## src/hdl/seqc_consts.svh

```systemverilog
// Purpose: Shared constants of the sequencer control front end.
// Assumes: Included by bare name; definitions only.
// Notes: Times in ns, counts derived from the pclk period.
`ifndef SEQC_CONSTS_SVH
`define SEQC_CONSTS_SVH
// Sequencer clock dividers
`define SEQC_DIV_14BIT 16'd48
`define SEQC_DIV_12BIT 16'd64
`define SEQC_DIV_INTERP 16'd24
// Runtime select port layout
`define SEQC_DATA_W 13
`define SEQC_IDX_W 19
`define SEQC_UP_LSB 13
`define SEQC_UP_W 6
// Index load latency in sequencer clock cycles
`define SEQC_LOAD_LAT 3'd7
// Clock period and least spacing between index updates
`define SEQC_CLK_NS 20
`define SEQC_UPD_MIN_NS 1000
`define SEQC_UPD_CYC ((`SEQC_UPD_MIN_NS + `SEQC_CLK_NS - 1) / `SEQC_CLK_NS)
// Controller register offsets
`define SEQC_OFF_CTRL 12'h000
`define SEQC_OFF_INDEX 12'h004
`define SEQC_OFF_STATUS 12'h008
// Controller control register fields
`define SEQC_CTRL_TRIG 0
`define SEQC_CTRL_EVT 1
`define SEQC_CTRL_M19 2
`define SEQC_CTRL_RST 32'h0000_0000
`endif

```

## src/hdl/seqc_pkg.sv

```systemverilog
// Purpose: Types of the sequencer control front end.
// Assumes: Used as seqc_pkg::name, never imported.
// Notes: State enums are one-hot.
package seqc_pkg;
  typedef enum logic [1:0] {
    SEQC_DAC14 = 2'h0, SEQC_DAC12 = 2'h1, SEQC_INTERP = 2'h2
  } seqc_dac_e;
  typedef enum logic [1:0] {
    SEQC_CONT = 2'h0, SEQC_TRIGD = 2'h1, SEQC_GATED = 2'h2
  } seqc_tmode_e;
  typedef enum logic [1:0] {
    SEQC_RISE = 2'h0, SEQC_FALL = 2'h1, SEQC_BOTH = 2'h2
  } seqc_edge_e;
  typedef enum logic [1:0] {
    SEQC_SRC_TRIG = 2'h0, SEQC_SRC_GEN = 2'h1, SEQC_SRC_EVT = 2'h2
  } seqc_src_e;
  typedef enum logic [2:0] {
    SEQC_PROG = 3'h1, SEQC_WAIT = 3'h2, SEQC_RUN = 3'h4
  } seqc_run_e;
  typedef enum logic [3:0] {
    SEQC_IDLE = 4'h1, SEQC_SETUP = 4'h2, SEQC_PULSE = 4'h4, SEQC_GAP = 4'h8
  } seqc_xfer_e;
endpackage

```

## src/hdl/seqc_if.sv

```systemverilog
// Purpose: Link between the external controller and the device.
// Assumes: All lines are driven by the controller.
// Notes: Inputs of the device are synchronous to pclk.
interface seqc_if;
  logic trig_pin;
  logic event_pin;
  logic [12:0] dyn_data;
  logic dyn_hsel;
  logic dyn_load;
  modport dev (
    input trig_pin, event_pin, dyn_data, dyn_hsel, dyn_load
  );
  modport ctl (
    output trig_pin, event_pin, dyn_data, dyn_hsel, dyn_load
  );
endinterface

```

## src/hdl/seqc_device.sv

```systemverilog
// Purpose: Sequencer control inputs of the waveform generator.
// Assumes: Link lines and config inputs are synchronous to pclk.
// Notes: Sequencer clock is an enable tick derived from pclk.
//
// Chosen here: the APB register port and the placing of the registers.
`include "seqc_consts.svh"

module seqc_device #(
  parameter int INTERP_W = 8,
  parameter int GEN_W = 16
) (
  input wire logic pclk,
  input wire logic presetn,
  seqc_if.dev link,
  input wire seqc_pkg::seqc_dac_e dac_mode,
  input wire logic [INTERP_W-1:0] interp_factor,
  input wire logic trig_pol_inv,
  input wire seqc_pkg::seqc_edge_e trig_edge,
  input wire logic evt_pol_inv,
  input wire seqc_pkg::seqc_edge_e evt_edge,
  input wire seqc_pkg::seqc_tmode_e trig_mode,
  input wire logic armed,
  input wire logic mode19,
  input wire seqc_pkg::seqc_src_e trig_src,
  input wire seqc_pkg::seqc_src_e enable_src,
  input wire seqc_pkg::seqc_src_e adv_src,
  input wire logic gen_en,
  input wire logic [GEN_W-1:0] gen_period,
  input wire logic sw_trigger,
  input wire logic sw_enable,
  input wire logic sw_event,
  input wire logic sw_run,
  input wire logic sw_stop,
  input wire logic sw_idx_wr,
  input wire logic [18:0] sw_idx,
  input wire logic hw_dyn_disable,
  input wire logic seq_done,
  input wire logic seg_end,
  input wire logic seg_cond,
  output logic sync_tick,
  output logic run_mode,
  output logic seq_running,
  output logic seq_start,
  output logic seq_stop,
  output logic hold_first,
  output logic adv_pending,
  output logic adv_fire,
  output logic gen_trig,
  output logic idx_valid,
  output logic [18:0] idx_out
);
  logic [15:0] div_reg, div_next, div_max;
  logic [1:0] in_reg, in_prev_reg;
  logic trig_act, evt_act, gen_act, trig_lvl;
  logic trig_fn, enable_fn, adv_fn;
  logic [GEN_W-1:0] gen_cnt_reg;
  logic load_prev_reg;
  logic [5:0] up_reg;
  logic [12:0] lo_reg;
  logic [2:0] lat_reg;
  logic lat_busy_reg;
  logic enable_seen_reg;
  seqc_pkg::seqc_run_e st_reg;

  function automatic logic edge_hit(input logic cur, input logic prev,
                                    input seqc_pkg::seqc_edge_e md);
    unique case (md)
      seqc_pkg::SEQC_RISE: edge_hit = cur & ~prev;
      seqc_pkg::SEQC_FALL: edge_hit = ~cur & prev;
      seqc_pkg::SEQC_BOTH: edge_hit = cur ^ prev;
      default: edge_hit = 1'b0;
    endcase
  endfunction

  // Divide ratio of the sequencer clock
  always_comb begin
    unique case (dac_mode)
      seqc_pkg::SEQC_DAC14: div_max = `SEQC_DIV_14BIT;
      seqc_pkg::SEQC_DAC12: div_max = `SEQC_DIV_12BIT;
      seqc_pkg::SEQC_INTERP: div_max = 16'(`SEQC_DIV_INTERP * interp_factor);
      default: div_max = `SEQC_DIV_14BIT;
    endcase
    div_next = (div_reg + 16'd1 >= div_max) ? 16'd0 : div_reg + 16'd1;
  end

  // Sequencer clock tick, one pclk cycle per sequencer period
  always_ff @(posedge pclk or negedge presetn) begin
    if (!presetn) begin
      div_reg <= 16'd0;
    end else begin
      div_reg <= div_next;
    end
  end
  assign sync_tick = (div_reg == 16'd0);

  // Polarity applied, sampled on the tick; software ORed in
  always_ff @(posedge pclk or negedge presetn) begin
    if (!presetn) begin
      in_reg <= 2'h0;
      in_prev_reg <= 2'h0;
    end else if (sync_tick) begin
      in_reg <= {link.event_pin ^ evt_pol_inv,
                 link.trig_pin ^ trig_pol_inv};
      in_prev_reg <= in_reg;
    end
  end
  assign trig_lvl = in_reg[0] | sw_trigger;
  assign trig_act = sync_tick &
    (edge_hit(in_reg[0], in_prev_reg[0], trig_edge) | sw_trigger);
  assign evt_act = sync_tick &
    (edge_hit(in_reg[1], in_prev_reg[1], evt_edge) | sw_event);

  // Internal trigger generator counting sequencer ticks
  always_ff @(posedge pclk or negedge presetn) begin
    if (!presetn) begin
      gen_cnt_reg <= '0;
    end else if (!gen_en) begin
      gen_cnt_reg <= '0;
    end else if (sync_tick) begin
      gen_cnt_reg <= (gen_cnt_reg >= gen_period) ? '0 : gen_cnt_reg + 1'b1;
    end
  end
  assign gen_act = gen_en & sync_tick & (gen_cnt_reg == gen_period);
  assign gen_trig = gen_act;

  // Source routing of the logical functions
  always_comb begin
    unique case (trig_src)
      seqc_pkg::SEQC_SRC_GEN: trig_fn = gen_act;
      seqc_pkg::SEQC_SRC_EVT: trig_fn = evt_act;
      default: trig_fn = trig_act;
    endcase
    unique case (enable_src)
      seqc_pkg::SEQC_SRC_GEN: enable_fn = gen_act;
      seqc_pkg::SEQC_SRC_EVT: enable_fn = evt_act;
      default: enable_fn = trig_act;
    endcase
    enable_fn = enable_fn | (sync_tick & sw_enable);
    unique case (adv_src)
      seqc_pkg::SEQC_SRC_GEN: adv_fn = gen_act;
      seqc_pkg::SEQC_SRC_TRIG: adv_fn = trig_act;
      default: adv_fn = evt_act;
    endcase
  end

  // Stored advancement event; a new event wins over the clear
  always_ff @(posedge pclk or negedge presetn) begin
    if (!presetn) begin
      adv_pending <= 1'b0;
    end else begin
      adv_pending <= adv_fn | (adv_pending & ~adv_fire);
    end
  end
  // Pending event is released at any segment end; seg_cond is not used
  assign adv_fire = adv_pending & seg_end;

  // Run control and start logic, evaluated on the sequencer tick; sw_stop acts in any cycle
  always_ff @(posedge pclk or negedge presetn) begin
    if (!presetn) begin
      st_reg <= seqc_pkg::SEQC_PROG;
      seq_start <= 1'b0;
      seq_stop <= 1'b0;
      hold_first <= 1'b0;
      enable_seen_reg <= 1'b0;
    end else begin
      seq_start <= 1'b0;
      seq_stop <= 1'b0;
      if (enable_fn) begin
        enable_seen_reg <= 1'b1;
        hold_first <= 1'b0;
      end
      if (sw_stop) begin
        st_reg <= seqc_pkg::SEQC_PROG;
        seq_stop <= seq_running;
        hold_first <= 1'b0;
        enable_seen_reg <= 1'b0;
      end else if (sync_tick) begin
        unique case (st_reg)
          seqc_pkg::SEQC_PROG: begin
            if (sw_run) begin
              st_reg <= seqc_pkg::SEQC_WAIT;
              enable_seen_reg <= 1'b0;
            end
          end
          seqc_pkg::SEQC_WAIT: begin
            if (trig_mode == seqc_pkg::SEQC_CONT) begin
              st_reg <= seqc_pkg::SEQC_RUN;
              seq_start <= 1'b1;
              hold_first <= armed & ~enable_fn;
            end else if ((!armed || enable_seen_reg || enable_fn) &&
                ((trig_mode == seqc_pkg::SEQC_TRIGD && trig_fn) ||
                 (trig_mode == seqc_pkg::SEQC_GATED && trig_lvl))) begin
              st_reg <= seqc_pkg::SEQC_RUN;
              seq_start <= 1'b1;
            end
          end
          seqc_pkg::SEQC_RUN: begin
            // Triggers while running are dropped here
            if (trig_mode == seqc_pkg::SEQC_GATED && !trig_lvl) begin
              st_reg <= seqc_pkg::SEQC_WAIT;
              seq_stop <= 1'b1;
            end else if (seq_done) begin
              st_reg <= seqc_pkg::SEQC_WAIT;
            end
          end
          default: st_reg <= seqc_pkg::SEQC_PROG;
        endcase
      end
    end
  end
  assign run_mode = (st_reg != seqc_pkg::SEQC_PROG);
  assign seq_running = (st_reg == seqc_pkg::SEQC_RUN);

  // Runtime index capture on load rising edge
  always_ff @(posedge pclk or negedge presetn) begin
    if (!presetn) begin
      load_prev_reg <= 1'b0;
      up_reg <= 6'h00;
      lo_reg <= 13'h0000;
    end else begin
      load_prev_reg <= link.dyn_load;
      if (link.dyn_load && !load_prev_reg && !hw_dyn_disable) begin
        if (link.dyn_hsel) begin
          if (mode19) begin
            up_reg <= link.dyn_data[5:0];
          end
        end else begin
          lo_reg <= link.dyn_data;
        end
      end
    end
  end

  // Lower loads hand the index over after the load latency
  always_ff @(posedge pclk or negedge presetn) begin
    if (!presetn) begin
      lat_reg <= 3'd0;
      lat_busy_reg <= 1'b0;
      idx_valid <= 1'b0;
      idx_out <= 19'h00000;
    end else begin
      idx_valid <= 1'b0;
      if (sw_idx_wr) begin
        idx_out <= sw_idx;
        idx_valid <= 1'b1;
        lat_busy_reg <= 1'b0;
      end else if (link.dyn_load && !load_prev_reg && !link.dyn_hsel &&
                   !hw_dyn_disable) begin
        lat_busy_reg <= 1'b1;
        lat_reg <= 3'd0;
      end else if (lat_busy_reg && sync_tick) begin
        if (lat_reg == `SEQC_LOAD_LAT - 3'd1) begin
          lat_busy_reg <= 1'b0;
          idx_out <= {mode19 ? up_reg : 6'h00, lo_reg};
          idx_valid <= 1'b1;
        end else begin
          lat_reg <= lat_reg + 3'd1;
        end
      end
    end
  end
endmodule

```

## src/flat_wrapper.sv

```systemverilog
// flat-port wrapper written by rule: the top's interface ports become plain ports
module seqc_device_flat 
#(
  parameter int INTERP_W = 8,
  parameter int GEN_W = 16
)
  (pclk, presetn, dac_mode, interp_factor, trig_pol_inv, trig_edge, evt_pol_inv, evt_edge, trig_mode, armed, mode19, trig_src, enable_src, adv_src, gen_en, gen_period, sw_trigger, sw_enable, sw_event, sw_run, sw_stop, sw_idx_wr, sw_idx, hw_dyn_disable, seq_done, seg_end, seg_cond, sync_tick, run_mode, seq_running, seq_start, seq_stop, hold_first, adv_pending, adv_fire, gen_trig, idx_valid, idx_out, link_trig_pin, link_event_pin, link_dyn_data, link_dyn_hsel, link_dyn_load);
  seqc_if link_i ();
  input wire logic pclk;
  input wire logic presetn;
  input wire seqc_pkg::seqc_dac_e dac_mode;
  input wire logic [INTERP_W-1:0] interp_factor;
  input wire logic trig_pol_inv;
  input wire seqc_pkg::seqc_edge_e trig_edge;
  input wire logic evt_pol_inv;
  input wire seqc_pkg::seqc_edge_e evt_edge;
  input wire seqc_pkg::seqc_tmode_e trig_mode;
  input wire logic armed;
  input wire logic mode19;
  input wire seqc_pkg::seqc_src_e trig_src;
  input wire seqc_pkg::seqc_src_e enable_src;
  input wire seqc_pkg::seqc_src_e adv_src;
  input wire logic gen_en;
  input wire logic [GEN_W-1:0] gen_period;
  input wire logic sw_trigger;
  input wire logic sw_enable;
  input wire logic sw_event;
  input wire logic sw_run;
  input wire logic sw_stop;
  input wire logic sw_idx_wr;
  input wire logic [18:0] sw_idx;
  input wire logic hw_dyn_disable;
  input wire logic seq_done;
  input wire logic seg_end;
  input wire logic seg_cond;
  output logic sync_tick;
  output logic run_mode;
  output logic seq_running;
  output logic seq_start;
  output logic seq_stop;
  output logic hold_first;
  output logic adv_pending;
  output logic adv_fire;
  output logic gen_trig;
  output logic idx_valid;
  output logic [18:0] idx_out;
  input wire logic [$bits(link_i.trig_pin)-1:0] link_trig_pin;
  input wire logic [$bits(link_i.event_pin)-1:0] link_event_pin;
  input wire logic [$bits(link_i.dyn_data)-1:0] link_dyn_data;
  input wire logic [$bits(link_i.dyn_hsel)-1:0] link_dyn_hsel;
  input wire logic [$bits(link_i.dyn_load)-1:0] link_dyn_load;
  assign link_i.trig_pin = link_trig_pin;
  assign link_i.event_pin = link_event_pin;
  assign link_i.dyn_data = link_dyn_data;
  assign link_i.dyn_hsel = link_dyn_hsel;
  assign link_i.dyn_load = link_dyn_load;
  seqc_device #(.INTERP_W(INTERP_W), .GEN_W(GEN_W)) u_core (.pclk(pclk), .presetn(presetn), .link(link_i), .dac_mode(dac_mode), .interp_factor(interp_factor), .trig_pol_inv(trig_pol_inv), .trig_edge(trig_edge), .evt_pol_inv(evt_pol_inv), .evt_edge(evt_edge), .trig_mode(trig_mode), .armed(armed), .mode19(mode19), .trig_src(trig_src), .enable_src(enable_src), .adv_src(adv_src), .gen_en(gen_en), .gen_period(gen_period), .sw_trigger(sw_trigger), .sw_enable(sw_enable), .sw_event(sw_event), .sw_run(sw_run), .sw_stop(sw_stop), .sw_idx_wr(sw_idx_wr), .sw_idx(sw_idx), .hw_dyn_disable(hw_dyn_disable), .seq_done(seq_done), .seg_end(seg_end), .seg_cond(seg_cond), .sync_tick(sync_tick), .run_mode(run_mode), .seq_running(seq_running), .seq_start(seq_start), .seq_stop(seq_stop), .hold_first(hold_first), .adv_pending(adv_pending), .adv_fire(adv_fire), .gen_trig(gen_trig), .idx_valid(idx_valid), .idx_out(idx_out));
endmodule
```

## config.mk

```make
export PLATFORM = sky130hd
export DESIGN_NAME = seqc_device_flat
export DESIGN_NICKNAME = d
export VERILOG_FILES = /design/src/hdl/seqc_pkg.sv /design/src/hdl/seqc_if.sv /design/src/hdl/seqc_device.sv /design/src/flat_wrapper.sv
export VERILOG_INCLUDE_DIRS = /design/src /design/src/hdl
export SDC_FILE = /design/constraint.sdc
export NUM_CORES = 1
export LEC_CHECK = 0
export BUFFER_PORTS_ARGS = -buffer_cell sky130_fd_sc_hd__buf_2
export CAP_MARGIN = 20
export CORE_MARGIN = 2
export CORE_UTILIZATION = 25
export DETAILED_ROUTE_END_ITERATION = 7
export GPL_TIMING_DRIVEN = 0
export SETUP_SLACK_MARGIN = 0.4
export SLEW_MARGIN = 10
export SYNTH_ARGS = -nofsm -noshare
export SYNTH_HDL_FRONTEND = slang
export SYNTH_SLANG_ARGS = --single-unit
```

## constraint.sdc

```tcl
create_clock -name pclk -period 4 [get_ports pclk]
set_input_delay 0.2 -clock pclk [delete_from_list [all_inputs] [get_ports pclk]]
set_output_delay 0.2 -clock pclk [all_outputs]
set_load 0.01 [all_outputs]
```

# Word-level counts from Yosys, hierarchy flattened

Cells that the tools add are included.
Widths: inputs -> output; s select.

Output and inout port bits: 29
Register bits: 88
Bits in read-only memories: 0
Memories: 0
Bits in latches: 0
RAM bits: 0

Shift-type cells: 0
Reduce and logical (&&, ||, !) cells: 34
$add $sub $neg: 3
Multipliers: 1
Bitwise logic cells: 29
Div/mod/pow operators: 0
Mux-type cells: 53
Eq/ne operators: 25
Magnitude comparators: 2

Operators with widths:

| cell                  | count |
|---|---|
| $mux 19               | 4 |
| $mux 16               | 4 |
| $add 16x1->16 const B | 2 |
| $mux 3                | 10 |
| $mux 1                | 27 |
| $pmux 13 s2           | 1 |
| $eq 16x16->1          | 1 |
| $ge 16x13->1          | 1 |
| $ge 16x16->1          | 1 |
| $logic_not 16->1      | 1 |
| $eq 2x1->1 const B    | 7 |
| $and 1x1->1           | 12 |
| $eq 2x2->1 const B    | 6 |
| $mul 2x8->10 const A  | 1 |
| $logic_and 1x1->1     | 9 |
| $pmux 3 s3            | 1 |
| $reduce_and 3->1      | 3 |
| $logic_not 2->1       | 4 |
| $not 1->1             | 8 |
| $reduce_bool 2->1     | 4 |
| $eq 3x3->1 const B    | 2 |
| $mux 6                | 1 |
| $pmux 1 s2            | 3 |
| $pmux 1 s3            | 2 |
| other kinds (16)      | 32 |

# Logic depth before layout (Yosys ltp)

Gate-level depths: netlist of the first run.

Depth after elaboration: 14
Gate-level depth with buffers: 16
Mapped depth without buffers: 15

# Worst setup path after synthesis of the first run

OpenSTA, ideal clock, no wires.

Path type: input to register
From: in interp_factor[1]
To: reg u_core.div_reg[10]
Setup slack: 1,100 ps
Stages: 14
Arrival time: 2,831 ps
Setup time: 69 ps
Cells stage by stage: ha_1 a21o_1 a21oi_1 o22ai_1 o41ai_1 xnor2_1 nand2_1 ha_1 a21oi_1 o21ai_0 a32o_1 or4_4 buf_6 nor2b_2

Cells in the longest elaborated chain, start to end: 4

Ends and longest elaborated chain:

| element                       | line               | text |
|---|---|---|
| start, declared               | flat_wrapper.sv:12 | `input wire logic [INTERP_W-1:0] interp_factor;` |
| $mul 2x8->10 (no source line) | n/a                |  |
| $pmux 13 s2                   | seqc_device.sv:77  | `unique case (dac_mode)` |
| $ge 16x13->1                  | seqc_device.sv:83  | `div_next = (div_reg + 16'd1 >= div_max) ? 16'd0 : div_reg + 16'd1;` |
| $mux 16                       | seqc_device.sv:83  |  |
| named net u_core.div_next[10] | seqc_device.sv:52  | `logic [15:0] div_reg, div_next, div_max;` |
| end signal, assigned          | seqc_device.sv:91  | `div_reg <= div_next;` |
| end, declared                 | seqc_device.sv:52  |  |

The timed path passes the listed nets, and every way through them passes these cells.
A chain may end at the register's enable or synchronous reset.

# Worst setup path after layout of the first run

From: reg u_core.div_reg[2]
To: reg u_core.div_reg[8]

Cells in the longest elaborated chain, start to end: 3

Ends and longest elaborated chain:

| element                      | line |
|---|---|
| $add 16x1->16 *              | seqc_device.sv:83 |
| $ge 16x13->1                 | seqc_device.sv:83 |
| $mux 16 *                    | seqc_device.sv:83 |
| named net u_core.div_next[8] | seqc_device.sv:52 |

Mark *: on every way through the listed nets, which the timed path passes. The rest lies on a longest branch.

==> results of run 1 <==
report_power, final:
| group | switching [mW] | total [mW] | internal, mW | leakage [nW] |
|---|---|---|---|---|
| registers | 0.0468 | 1.02 | 0.970 | 1.15 |
| clock network | 0.369 | 0.811 | 0.443 | 0.132 |
| logic | 0.204 | 0.373 | 0.169 | 2.16 |
worst max-delay path, delay by kind of cell, from the launching register on:
kind                       cells  cell delay (ps)
and+or+nand+nor                6             1340
AOI/OAI and AO/OA              3              490
DFF                            1              430
adders and majority gates      1              270
xor gates and xnor gates       1              220
buffers and inverters          1              170
logic make-up after synthesis:
family	count (synthesis)
AOI/OAI and AO/OA	128
DFF	88
other	1
buffers and inverters	68
and+or+nand+nor	228
xor gates and xnor gates	17
adders and majority gates	52
muxes	25
timing repair:
| action | CTS | global route |
|---|---|---|
| buffers inserted | 0 | 0 |
| gates resized for setup | 0 | 0 |
| hold buffers | 2 | 0 |
| endpoints found under the hold margin | 36 | 0 |
placed cells by master, fill, tap and decap left out, types with 11 or more instances in the layout:
| cell | instances |
|---|---|
| clkbuf_1 | 13 |
| ha_1 | 51 |
| a21o_1 | 14 |
| nor2_1 | 26 |
| nand2_1 | 84 |
| a21oi_1 | 25 |
| nand4_1 | 11 |
| mux2i_1 | 18 |
| dfrtp_1 | 87 |
| nor3_1 | 17 |
| nand3_1 | 13 |
| o21ai_0 | 56 |
| inv_1 | 49 |
| nand2b_1 | 13 |
| buf_2 | 120 |
metal layers:
metal / wire, um / GRT usage / vias to the layer above
met3: 972 / 0.0439 / 8
met2: 6220 / 0.193 / 104
met4: 104 / 0.0291 / 0
li1: - / - / 2386
met1: 6300 / 0.149 / 2147
met5: 0 / 0 / -
final timing paths:
kind                                    start                 end  slack [ps]
max                         u_core.div_reg[2]   u_core.div_reg[8]        1000
max reg2reg                 u_core.div_reg[2]   u_core.div_reg[8]        1000
min                         link_dyn_data[11]   u_core.lo_reg[11]          40
max in group asynchronous             presetn    u_core.st_reg[0]        2960
min in group asynchronous             presetn    u_core.lo_reg[7]         350
min reg2reg                u_core.idx_out[17]  u_core.idx_out[17]         480
cell type report:
cell class / instances / area share
Clock buffer: 11 / 0.0356
Buffer: 18 / 0.0128
Clock inverter: 5 / 0.00606
Tap cell: 280 / 0.0514
Sequential cell: 88 / 0.323
Multi-Input combinational cell: 453 / 0.450
Timing Repair Buffer: 120 / 0.0932
Inverter: 50 / 0.0275
stage by stage:
stage	utilization	setup WS, ps	std cells	total power, mW
global placement	0.298	722	1006	1.40
detailed placement	0.299	675	1007	1.41
global route	0.313	764	1025	2.33
CTS	0.313	1020	1025	2.24
floorplan	-	1100	609	1.24
finish	0.313	997	1025	2.20
==> summary.txt, run 1 <==
Outcome
  • Outcome: completed

Synthesis
  • Xor-xnor portion of the synthesized cell area: 0.0269
  • Synth Register Bits: 88
  • Yosys top cell area share: 0.393
  • Synth top cells by count: dfrtp_1 (87), nand2_1 (84), o21ai_0 (56)
  • Complex-gate fraction of the synthesized area: 0.141
  • Syn Area/Cell: around 9 sq um
  • Synth area leaders: dfrtp_1 (39%), ha_1 (12%), nand2_1 (5.7%)
  • Largest family of logic cells by synthesized area: simple AND/OR/NAND/NOR gates
  • Post-Syn Area: ~5500 sq um
  • Multiplexer area fraction after synthesis: 0.0467
  • Register area share after synthesis: 0.398
  • Area leader, netlist: dfrtp_1
  • Main synth FF type: dfrtp_1
  • Count of flip-flops with a built-in enable after synthesis: 0
  • Yosys warning count: 0
  • Post-synthesis adder-cell area fraction: 0.119
  • Syn Inst Count: 607
  • Post-synthesis simple-gate area fraction: 0.218
  • Ys async rst share: 1.00
  • Most numerous cell in the Yosys netlist: dfrtp_1
  • Distinct cell type count after synthesis: 70

STA
  • Min cycle time layout: ~3000 ps
  • Fin. Hold Viols: 0
  • Worst-margin pin slew: 753 ps
  • Setup_tns: 0 ps
  • Period utilization: 0.751
  • RSZ-0062 raised after global routing: false
  • Max-slew violations: 0
  • Final setup viols: 0
  • Layout Skew: 9.85 ps
  • Max Freq: 0.333 GHz
  • Hold slack final: 38.3 ps
  • Worst relative slew slack: 0.494

Place
  • PortBufs: 117
  • RD Place Congestion: 0.789
  • Placed Instance Area: 6510 sq um
  • Dpl hpwl: 10.4 mm

Routing
  • Number of routed nets with antenna violations: 0
  • Drt pass-1 iters: 4
  • # DRC: 0
  • Drt initial violations: between 150 and 200
  • DRT Wirelength: roughly 14 mm
  • Vias: about 4600
  • Wire length per cell: 13.3 um
  • DR vias/cell: approximately 4.5

Clock network
  • Clk root buf: clkbuf_16
  • Clock latency on the worst-skew pair: about 350 ps
  • Total CTS buffers: 9
  • Clock-pin slew on the worst setup and hold paths: 70 ps
  • Clock Path Buffers: 2
  • Maximum level of the CTS H-tree: 3
  • TritonCTS clock tree: done
  • Clock sink count: a little under 90

Global route
  • Initial antenna violation count: 0
  • Global-route wire length before repair: 22.9 mm
  • GRT overflow: 0
  • Global Route Usage Sum: 0.119
  • Vias in the first global route: 4688
  • Largest net degree at the start of global routing: 54

Worst setup path
  • Arrival time worst endpoint: roughly 3300 ps
  • Critical path type: reg2reg
  • Worst setup SP type: flip-flop
  • Crit path required time: 4280 ps
  • Crit-path slowest cell: dfrtp_1
  • Crit-path cells: and3_4, and3_1, nand3_1, nor2_1, xor2_1, ha_1, a21oi_1, o21ai_0, a32o_1, or4_4, buf_6, nor2b_2
  • Max FO, Critical Path: 10
  • CP peak stage delay: 430 ps
  • Crit path capture type: flip-flop
  • R2R cell count: 12

Layout
  • Multi-input logic area: 3070 sq um
  • # diodes: 0
  • Max reg flops: 19
  • Area Overhead vs Synth: 23.1%
  • Final std cell area, no fill: about 7000 sq um
  • Fillcell total: 2320
  • Layout cell share with drive strength beyond 1: 0.227
  • Sequential cell area: 2200 sq um
  • Nets: 883

Die
  • Die height: 153 um
  • Std-Cell Rows: between 50 and 60
  • # IOs: 120
  • Core ar.: 21800 sq um
  • Die area: 23400 sq um
  • Starting Density: 0.255
  • Die width: 153 um

Pwr
  • Max rail drop VDD: approximately 0.32 mV
  • Power density cells: 323 nW/um^2
  • Leak: 3.44 nW

Job
  • Maxcap violations: 0

Hold path
  • Hold Crit Class: in2reg
  • Worst Hold Depth: 3
No activity file was read; power rests on OpenSTA's default activity.
==> inputs of run 2 (changes only) <==
Settings changed: ABC_AREA set to 1.
Clock period 4 ns to 2.5 ns, I/O delays scaled along.
==> run 2 against run 1 <==
Worst hold slack worse by 12 ps. The run now ends with setup timing left. Clock power increased by 68%. Cell count rose by 15%. First-iteration DRC count rose by 58%. Critical path type unchanged. Die area rose by 0.99%. Flip-flop and latch count did not move. Sequential share of layout area decreased by 3.3 points. Synthesized area is 1.0% higher. Highest routed layer unchanged.
==> summary.txt, run 2 <==
Die
  • Core ar.: 21900 sq um
  • # IOs: 120
  • Die width: 154 um
  • Die area: 23600 sq um
  • Die height: 154 um
  • Std-Cell Rows: 54
  • Starting Density: 0.256

Synthesis
  • Syn Inst Count: 726
  • Most numerous cell in the Yosys netlist: nand2_1
  • Distinct cell type count after synthesis: 42
  • Synth top cells by count: nand2_1 (160), inv_1 (109), dfrtp_1 (87)
  • Synth Register Bits: just under 90
  • Multiplexer area fraction after synthesis: 0
  • Register area share after synthesis: 0.394
  • Post-synthesis adder-cell area fraction: 0.118
  • Yosys warning count: 0
  • Complex-gate fraction of the synthesized area: 0.109
  • Xor-xnor portion of the synthesized cell area: 0.0282
  • Count of flip-flops with a built-in enable after synthesis: 0
  • Area leader, netlist: dfrtp_1
  • Synth area leaders: dfrtp_1 (39%), ha_1 (11%), nand2_1 (11%)
  • Main synth FF type: dfrtp_1
  • Post-synthesis simple-gate area fraction: 0.263
  • Yosys top cell area share: 0.389
  • Largest family of logic cells by synthesized area: simple AND/OR/NAND/NOR gates
  • Post-Syn Area: around 5600 sq um
  • Ys async rst share: 1.00
  • Syn Area/Cell: 7.71 sq um

Routing
  • Wire length per cell: 12.3 um
  • Drt initial violations: 255
  • Drt pass-1 iters: 4
  • DRT Wirelength: 14.5 mm
  • Vias: 5185
  • DR vias/cell: roughly 4.4
  • # DRC: 0
  • Number of routed nets with antenna violations: 0

Clock network
  • Clock Path Buffers: 2
  • Clk root buf: clkbuf_16
  • Total CTS buffers: 9
  • Clock latency on the worst-skew pair: 360 ps
  • Maximum level of the CTS H-tree: 3
  • Clock sink count: 88
  • TritonCTS clock tree: done
  • Clock-pin slew on the worst setup and hold paths: 80 ps

STA
  • Setup_tns: -491 ps
  • Final setup viols: 13
  • Fin. Hold Viols: 0
  • Final worst setup slack: -48.4 ps
  • Worst-margin pin slew: 517 ps
  • Max-slew violations: 0
  • Layout Skew: 12.8 ps
  • Period utilization: 1.02
  • RSZ-0062 raised after global routing: true
  • Worst relative slew slack: 0.652
  • Min cycle time layout: 2550 ps
  • Max Freq: around 0.39 GHz
  • Hold slack final: 26.1 ps

Worst setup path
  • Arrival time worst endpoint: 2830 ps
  • Crit path capture type: flip-flop
  • Max FO, Critical Path: 5
  • Crit path required time: roughly 2800 ps
  • Critical path type: reg2reg
  • Worst setup SP type: flip-flop

Layout
  • Max reg flops: 19
  • Layout cell share with drive strength beyond 1: 0.289
  • Final std cell area, no fill: 7600 sq um
  • Commonest non-fill, non-tap cell in the layout: nand2_1
  • # diodes: 0
  • Nets: about 1000
  • Fillcell total: 2309
  • Most frequent cells in the layout: nand2_1 (147), buf_2 (118), inv_1 (104)
  • Area Overhead vs Synth: 35.8%

Pwr
  • Total power: 3.82 mW
  • P_int: 2.61 mW
  • P_sw: 1.20 mW
  • Clk pwr share: 0.356
  • Leak: 3.80 nW
  • Power density cells: 502 nW/um^2
  • Combinational share of power: 0.203
  • Sequential power share: 0.441
  • Max rail drop VDD: between 0.2 and 0.3 mV
  • Sw frac: 0.315

Hold path
  • Hold Crit Class: in2reg

Global route
  • Global Route Usage Sum: 0.124
  • Vias in the first global route: 4982
  • Largest net degree at the start of global routing: slightly above 60
  • GRT overflow: 0
  • Initial antenna violation count: 0
  • Global-route wire length before repair: between 20 and 25 mm

Place
  • Dpl hpwl: 10.9 mm
  • RD Place Congestion: 0.825
  • PortBufs: 118
  • Placed Instance Area: 6620 sq um

Job
  • Maxcap violations: 0

Outcome
  • Failing checks: setup timing
  • Outcome: finished, violations left
==> run 2: changes by cell type after synthesis, moves of 14 or more <==
cell and change:
nand2_1 +76, inv_1 +60, nor2_1 +51, nand3_1 +29, a31oi_1 +19, mux2i_1 -18
o21ai_0 -18, nor2_2 +14
==> run 2: metal layers <==
layer | share of wire | routed length, um | up-vias | track usage
li1 | - | - | 2694 | -
met1 | 0.46 | 6730 | 2359 | 0.164
met2 | 0.47 | 6900 | 112 | 0.203
met3 | 0.042 | 603 | 20 | 0.0242
met4 | 0.020 | 295 | 0 | 0.0446
met5 | 0 | 0 | - | 0
==> run 2: kinds of logic after synthesis <==
family / after synthesis
buf+inv: 128
xor+xnor: 18
flops: 88
other cells: 1
simple gates: 334
fa+ha+maj: 52
compound gates: 105
==> run 2: worst paths after layout <==
check | depth (start not counted) | start | end | slack (ps)
max | 15 | u_core.div_reg[1] | u_core.div_reg[4] | -50
min | 3 | sw_idx[6] | u_core.idx_out[6] | 30
max reg2reg | 15 | u_core.div_reg[1] | u_core.div_reg[4] | -50
min reg2reg | 2 | u_core.lo_reg[12] | u_core.lo_reg[12] | 480
max in group asynchronous | 3 | presetn | u_core.div_reg[4] | 1590
min in group asynchronous | 2 | presetn | u_core.st_reg[2] | 260
==> run 2: through the flow <==
stage	std cells	setup WS (ps)	util
after global placement	1126	-371	0.301
final	1182	-48.4	0.347
after detailed placement	1127	-371	0.302
after global routing	1182	-234	0.347
after floorplan	728	-9.61	-
after CTS	1170	-91.9	0.334
==> run 2: area by class of cell <==
type                            count  area [sq um]  share of cell area
Timing Repair Buffer              158           988               0.130
Inverter                          115           442              0.0581
Sequential cell                    88          2210               0.290
Clock buffer                        9           225              0.0296
Clock inverter                      7          72.6             0.00955
Tap cell                          280           350              0.0461
Buffer                             13          91.3              0.0120
Multi-Input combinational cell    512          3220               0.424
==> run 2: critical path, cell delays in order (launching register included) <==
cell      delay, ps
dfrtp_1         400
ha_2            220
nand2_2          70
nor2_4          140
nand3_4         100
nor3_4          170
nand3_2         120
xor2_2          280
ha_4            240
a21boi_4        140
nand3_1          80
nand3_1          80
inv_2            80
nand3_4         130
buf_16          180
nor2_4           70
==> run 2: repair_timing <==
action	in CTS	in global routing
resized for setup	36	55
pin swaps	14	26
gates cloned	1	0
hold endpoints to repair	35	0
hold buffers	9	0
setup buffers	17	12
setup endpoints to repair	50	50
==> run 2: power groups by stage <==
| stage | sequential, mW | combinational (mW) | clock (mW) |
|---|---|---|---|
| CTS | 1.68 | 0.755 | 1.39 |
| global placement | 1.70 | 0.701 | 0 |
| detailed placement | 1.71 | 0.720 | 0 |
| global route | 1.71 | 0.891 | 1.46 |
| finish | 1.68 | 0.775 | 1.36 |
| floorplan | 1.71 | 0.409 | 0 |
==> inputs of run 3 (changes only) <==
Settings changed: PLACE_DENSITY_LB_ADDON set to 0.08.
Clock period 2.5 ns to 2.3 ns, I/O delays scaled along.
==> run 3 against run 2 <==
The flow still finishes with violations (setup timing). Critical endpoint is now u_core.div_reg[8]. Sequential share of layout area fell by 1.5 points. Clock skew rose by 3.9 ps. Non-clock buffer count up 24. Combinational power rose by 17%. Largest cell class unchanged. Routed wire length up 9.7%. Worst setup slack lost 180 ps. Flip-flop and latch count unchanged. Die area did not move. Worst hold slack got worse by 12 ps.
==> summary.txt, run 3 (synthesized netlist as in run 2, its figures left out) <==
Clock network
  • Clock Path Buffers: 2
  • Clock-pin slew on the worst setup and hold paths: 80 ps
  • TritonCTS clock tree: done
  • Total CTS buffers: 9
  • Maximum level of the CTS H-tree: 3
  • Clock sink count: 88
  • Clock latency on the worst-skew pair: 360 ps
  • Clk root buf: clkbuf_16

STA
  • Fin. Hold Viols: 0
  • Min cycle time layout: 2520 ps
  • Setup_tns: -2680 ps
  • Max-slew violations: 0
  • Final setup viols: 13
  • Layout Skew: 16.8 ps
  • Hold slack final: roughly 14 ps
  • RSZ-0062 raised after global routing: true
  • Worst relative slew slack: 0.622
  • Max Freq: 0.396 GHz
  • Final worst setup slack: -224 ps
  • Worst-margin pin slew: around 570 ps
  • Period utilization: 1.10

Die
  • # IOs: 120
  • Starting Density: 0.256
  • Std-Cell Rows: 54
  • Die height: 154 um
  • Die width: 154 um
  • Core ar.: between 20000 and 25000 sq um
  • Die area: 23600 sq um

Worst setup path
  • Critical path type: reg2reg
  • Setup crit end: u_core.div_reg[8]
  • Crit path required time: 2560 ps
  • Crit path capture type: flip-flop
  • CP peak stage delay: 400 ps
  • Arrival time worst endpoint: 2780 ps
  • R2r setup slk: -220 ps
  • R2R Path Start: u_core.div_reg[1]
  • Crit-path cells: ha_2, nand2_2, nor2_4, nand3_4, nor3_4, nand3_2, xor2_4, ha_4, a21boi_4, nand4_1, nand3_4, clkbuf_16, nor2_2
  • Crit-path slowest cell: dfrtp_1
  • Worst Setup SP: u_core.div_reg[1]
  • Worst path most repeated cell: nand3_4
  • Worst setup SP type: flip-flop
  • Levels on crit path: 13
  • CP bufs+invs: 1
  • Cell family with most CP delay: simple AND/OR/NAND/NOR gates
  • R2R Path End: u_core.div_reg[8]
  • Max FO, Critical Path: 5
  • R2R cell count: 13

Layout
  • Layout cell share with drive strength beyond 1: 0.336
  • Max reg flops: 19
  • Commonest non-fill, non-tap cell in the layout: nand2_1
  • Area Overhead vs Synth: 43.0%
  • Nets: 1064
  • # diodes: 0
  • Most frequent cells in the layout: nand2_1 (142), buf_2 (116), inv_1 (105)
  • Non-Filler Instances: 1206
  • Post-layout util: 0.366
  • Fillcell total: 2380

Place
  • Dpl hpwl: roughly 12 mm
  • RD Place Congestion: 0.730
  • PortBufs: 118
  • Cells after DPL: 1127

Outcome
  • Outcome: finished, violations left
  • Failing checks: setup timing

Global route
  • Global Route Usage Sum: 0.140
  • Largest net degree at the start of global routing: 59
  • Initial antenna violation count: 0
  • GRT overflow: 0
  • Vias in the first global route: 5401
  • Global-route wire length before repair: 26.8 mm

Pwr
  • Total power: ~4.2 mW
  • Max rail drop VDD: 0.301 mV
  • Power density cells: 528 nW/um^2
  • Leak: 4.00 nW

Routing
  • Vias: 5246
  • Drt initial violations: between 150 and 200
  • DRT Wirelength: 15.9 mm
  • Number of routed nets with antenna violations: 0
  • Drt pass-1 iters: 4
  • Wire length per cell: 13.2 um
  • DR vias/cell: 4.35
  • # DRC: 0

Hold path
  • Hold Crit Class: in2reg

Job
  • Maxcap violations: 0
==> run 3: cell types whose count changed in the layout (fill, tap and decap cells not counted), moves of 6 or more <==
cell	delta
buf_4	+10
nor2_2	+10
buf_6	+9
o21ai_0	-8
nand3_1	-7
nand3_2	+7
nor2_4	-6
o21ai_2	+6
==> run 3: report_power, final <==
part	internal (mW)	switching, mW	leakage [nW]
Sequential	1.72	0.104	1.13
Clock	0.768	0.732	0.140
Combinational	0.396	0.512	2.73
==> run 3: layer usage <==
metal  vias to the layer above  global-route usage  share of wire
met5                         -                   0              0
met4                         0              0.0328          0.011
met3                        12              0.0285          0.037
met2                       101               0.232           0.46
met1                      2397               0.187           0.49
li1                       2736                   -              -
==> run 3: layout make-up <==
type | count | area (sq um) | area share
clock buffers | 9 | 225 | 0.0281
plain buffers | 13 | 118 | 0.0147
flip-flops and latches | 88 | 2210 | 0.276
repair buffers | 182 | 1210 | 0.151
clock inverters | 7 | 73.8 | 0.00922
well taps | 280 | 350 | 0.0438
multi-input cells | 512 | 3370 | 0.421
inverters | 115 | 449 | 0.0561
==> run 3: worst min path at each step <==
stage                  startpoint                    end  slack [ps]  cells after the start
detailed placement        presetn  u_core.gen_cnt_reg[2]         120                      1
finish                  sw_idx[4]      u_core.idx_out[4]          10                      3
floorplan                 presetn     u_core.adv_pending        -180                      0
global route           sw_idx[15]     u_core.idx_out[15]           4                      3
CTS                     sw_idx[9]      u_core.idx_out[9]         0.6                      3
global placement    link_dyn_load   u_core.load_prev_reg         260                      1
==> run 3: worst reg2reg max path, stage by stage, from the launching register on <==
cell and delay, ps:
dfrtp_1 400, ha_2 220, nand2_2 70, nor2_4 100
nand3_4 90, nor3_4 200, nand3_2 160, xor2_4 200
ha_4 270, a21boi_4 180, nand4_1 170, nand3_4 180
clkbuf_16 170, nor2_2 30
==> run 3: what timing repair did <==
action / 4_1_cts / 5_1_grt
cloned: 2 / 2
endpoints found under the hold margin: 42 / 0
pin swaps: 28 / 36
gates resized for setup: 90 / 57
setup buffers: 38 / 7
endpoints found under the setup margin: 58 / 65
hold buffers: 14 / 0
==> run 3: metrics by stage <==
stage | worst slack, ps | cell area (sq um)
2_1_floorplan | -200 | 5650
3_3_place_gp | -659 | 6590
3_5_place_dp | -659 | 6620
4_1_cts | -272 | 7690
5_1_grt | -376 | 8010
6_report | -224 | 8010
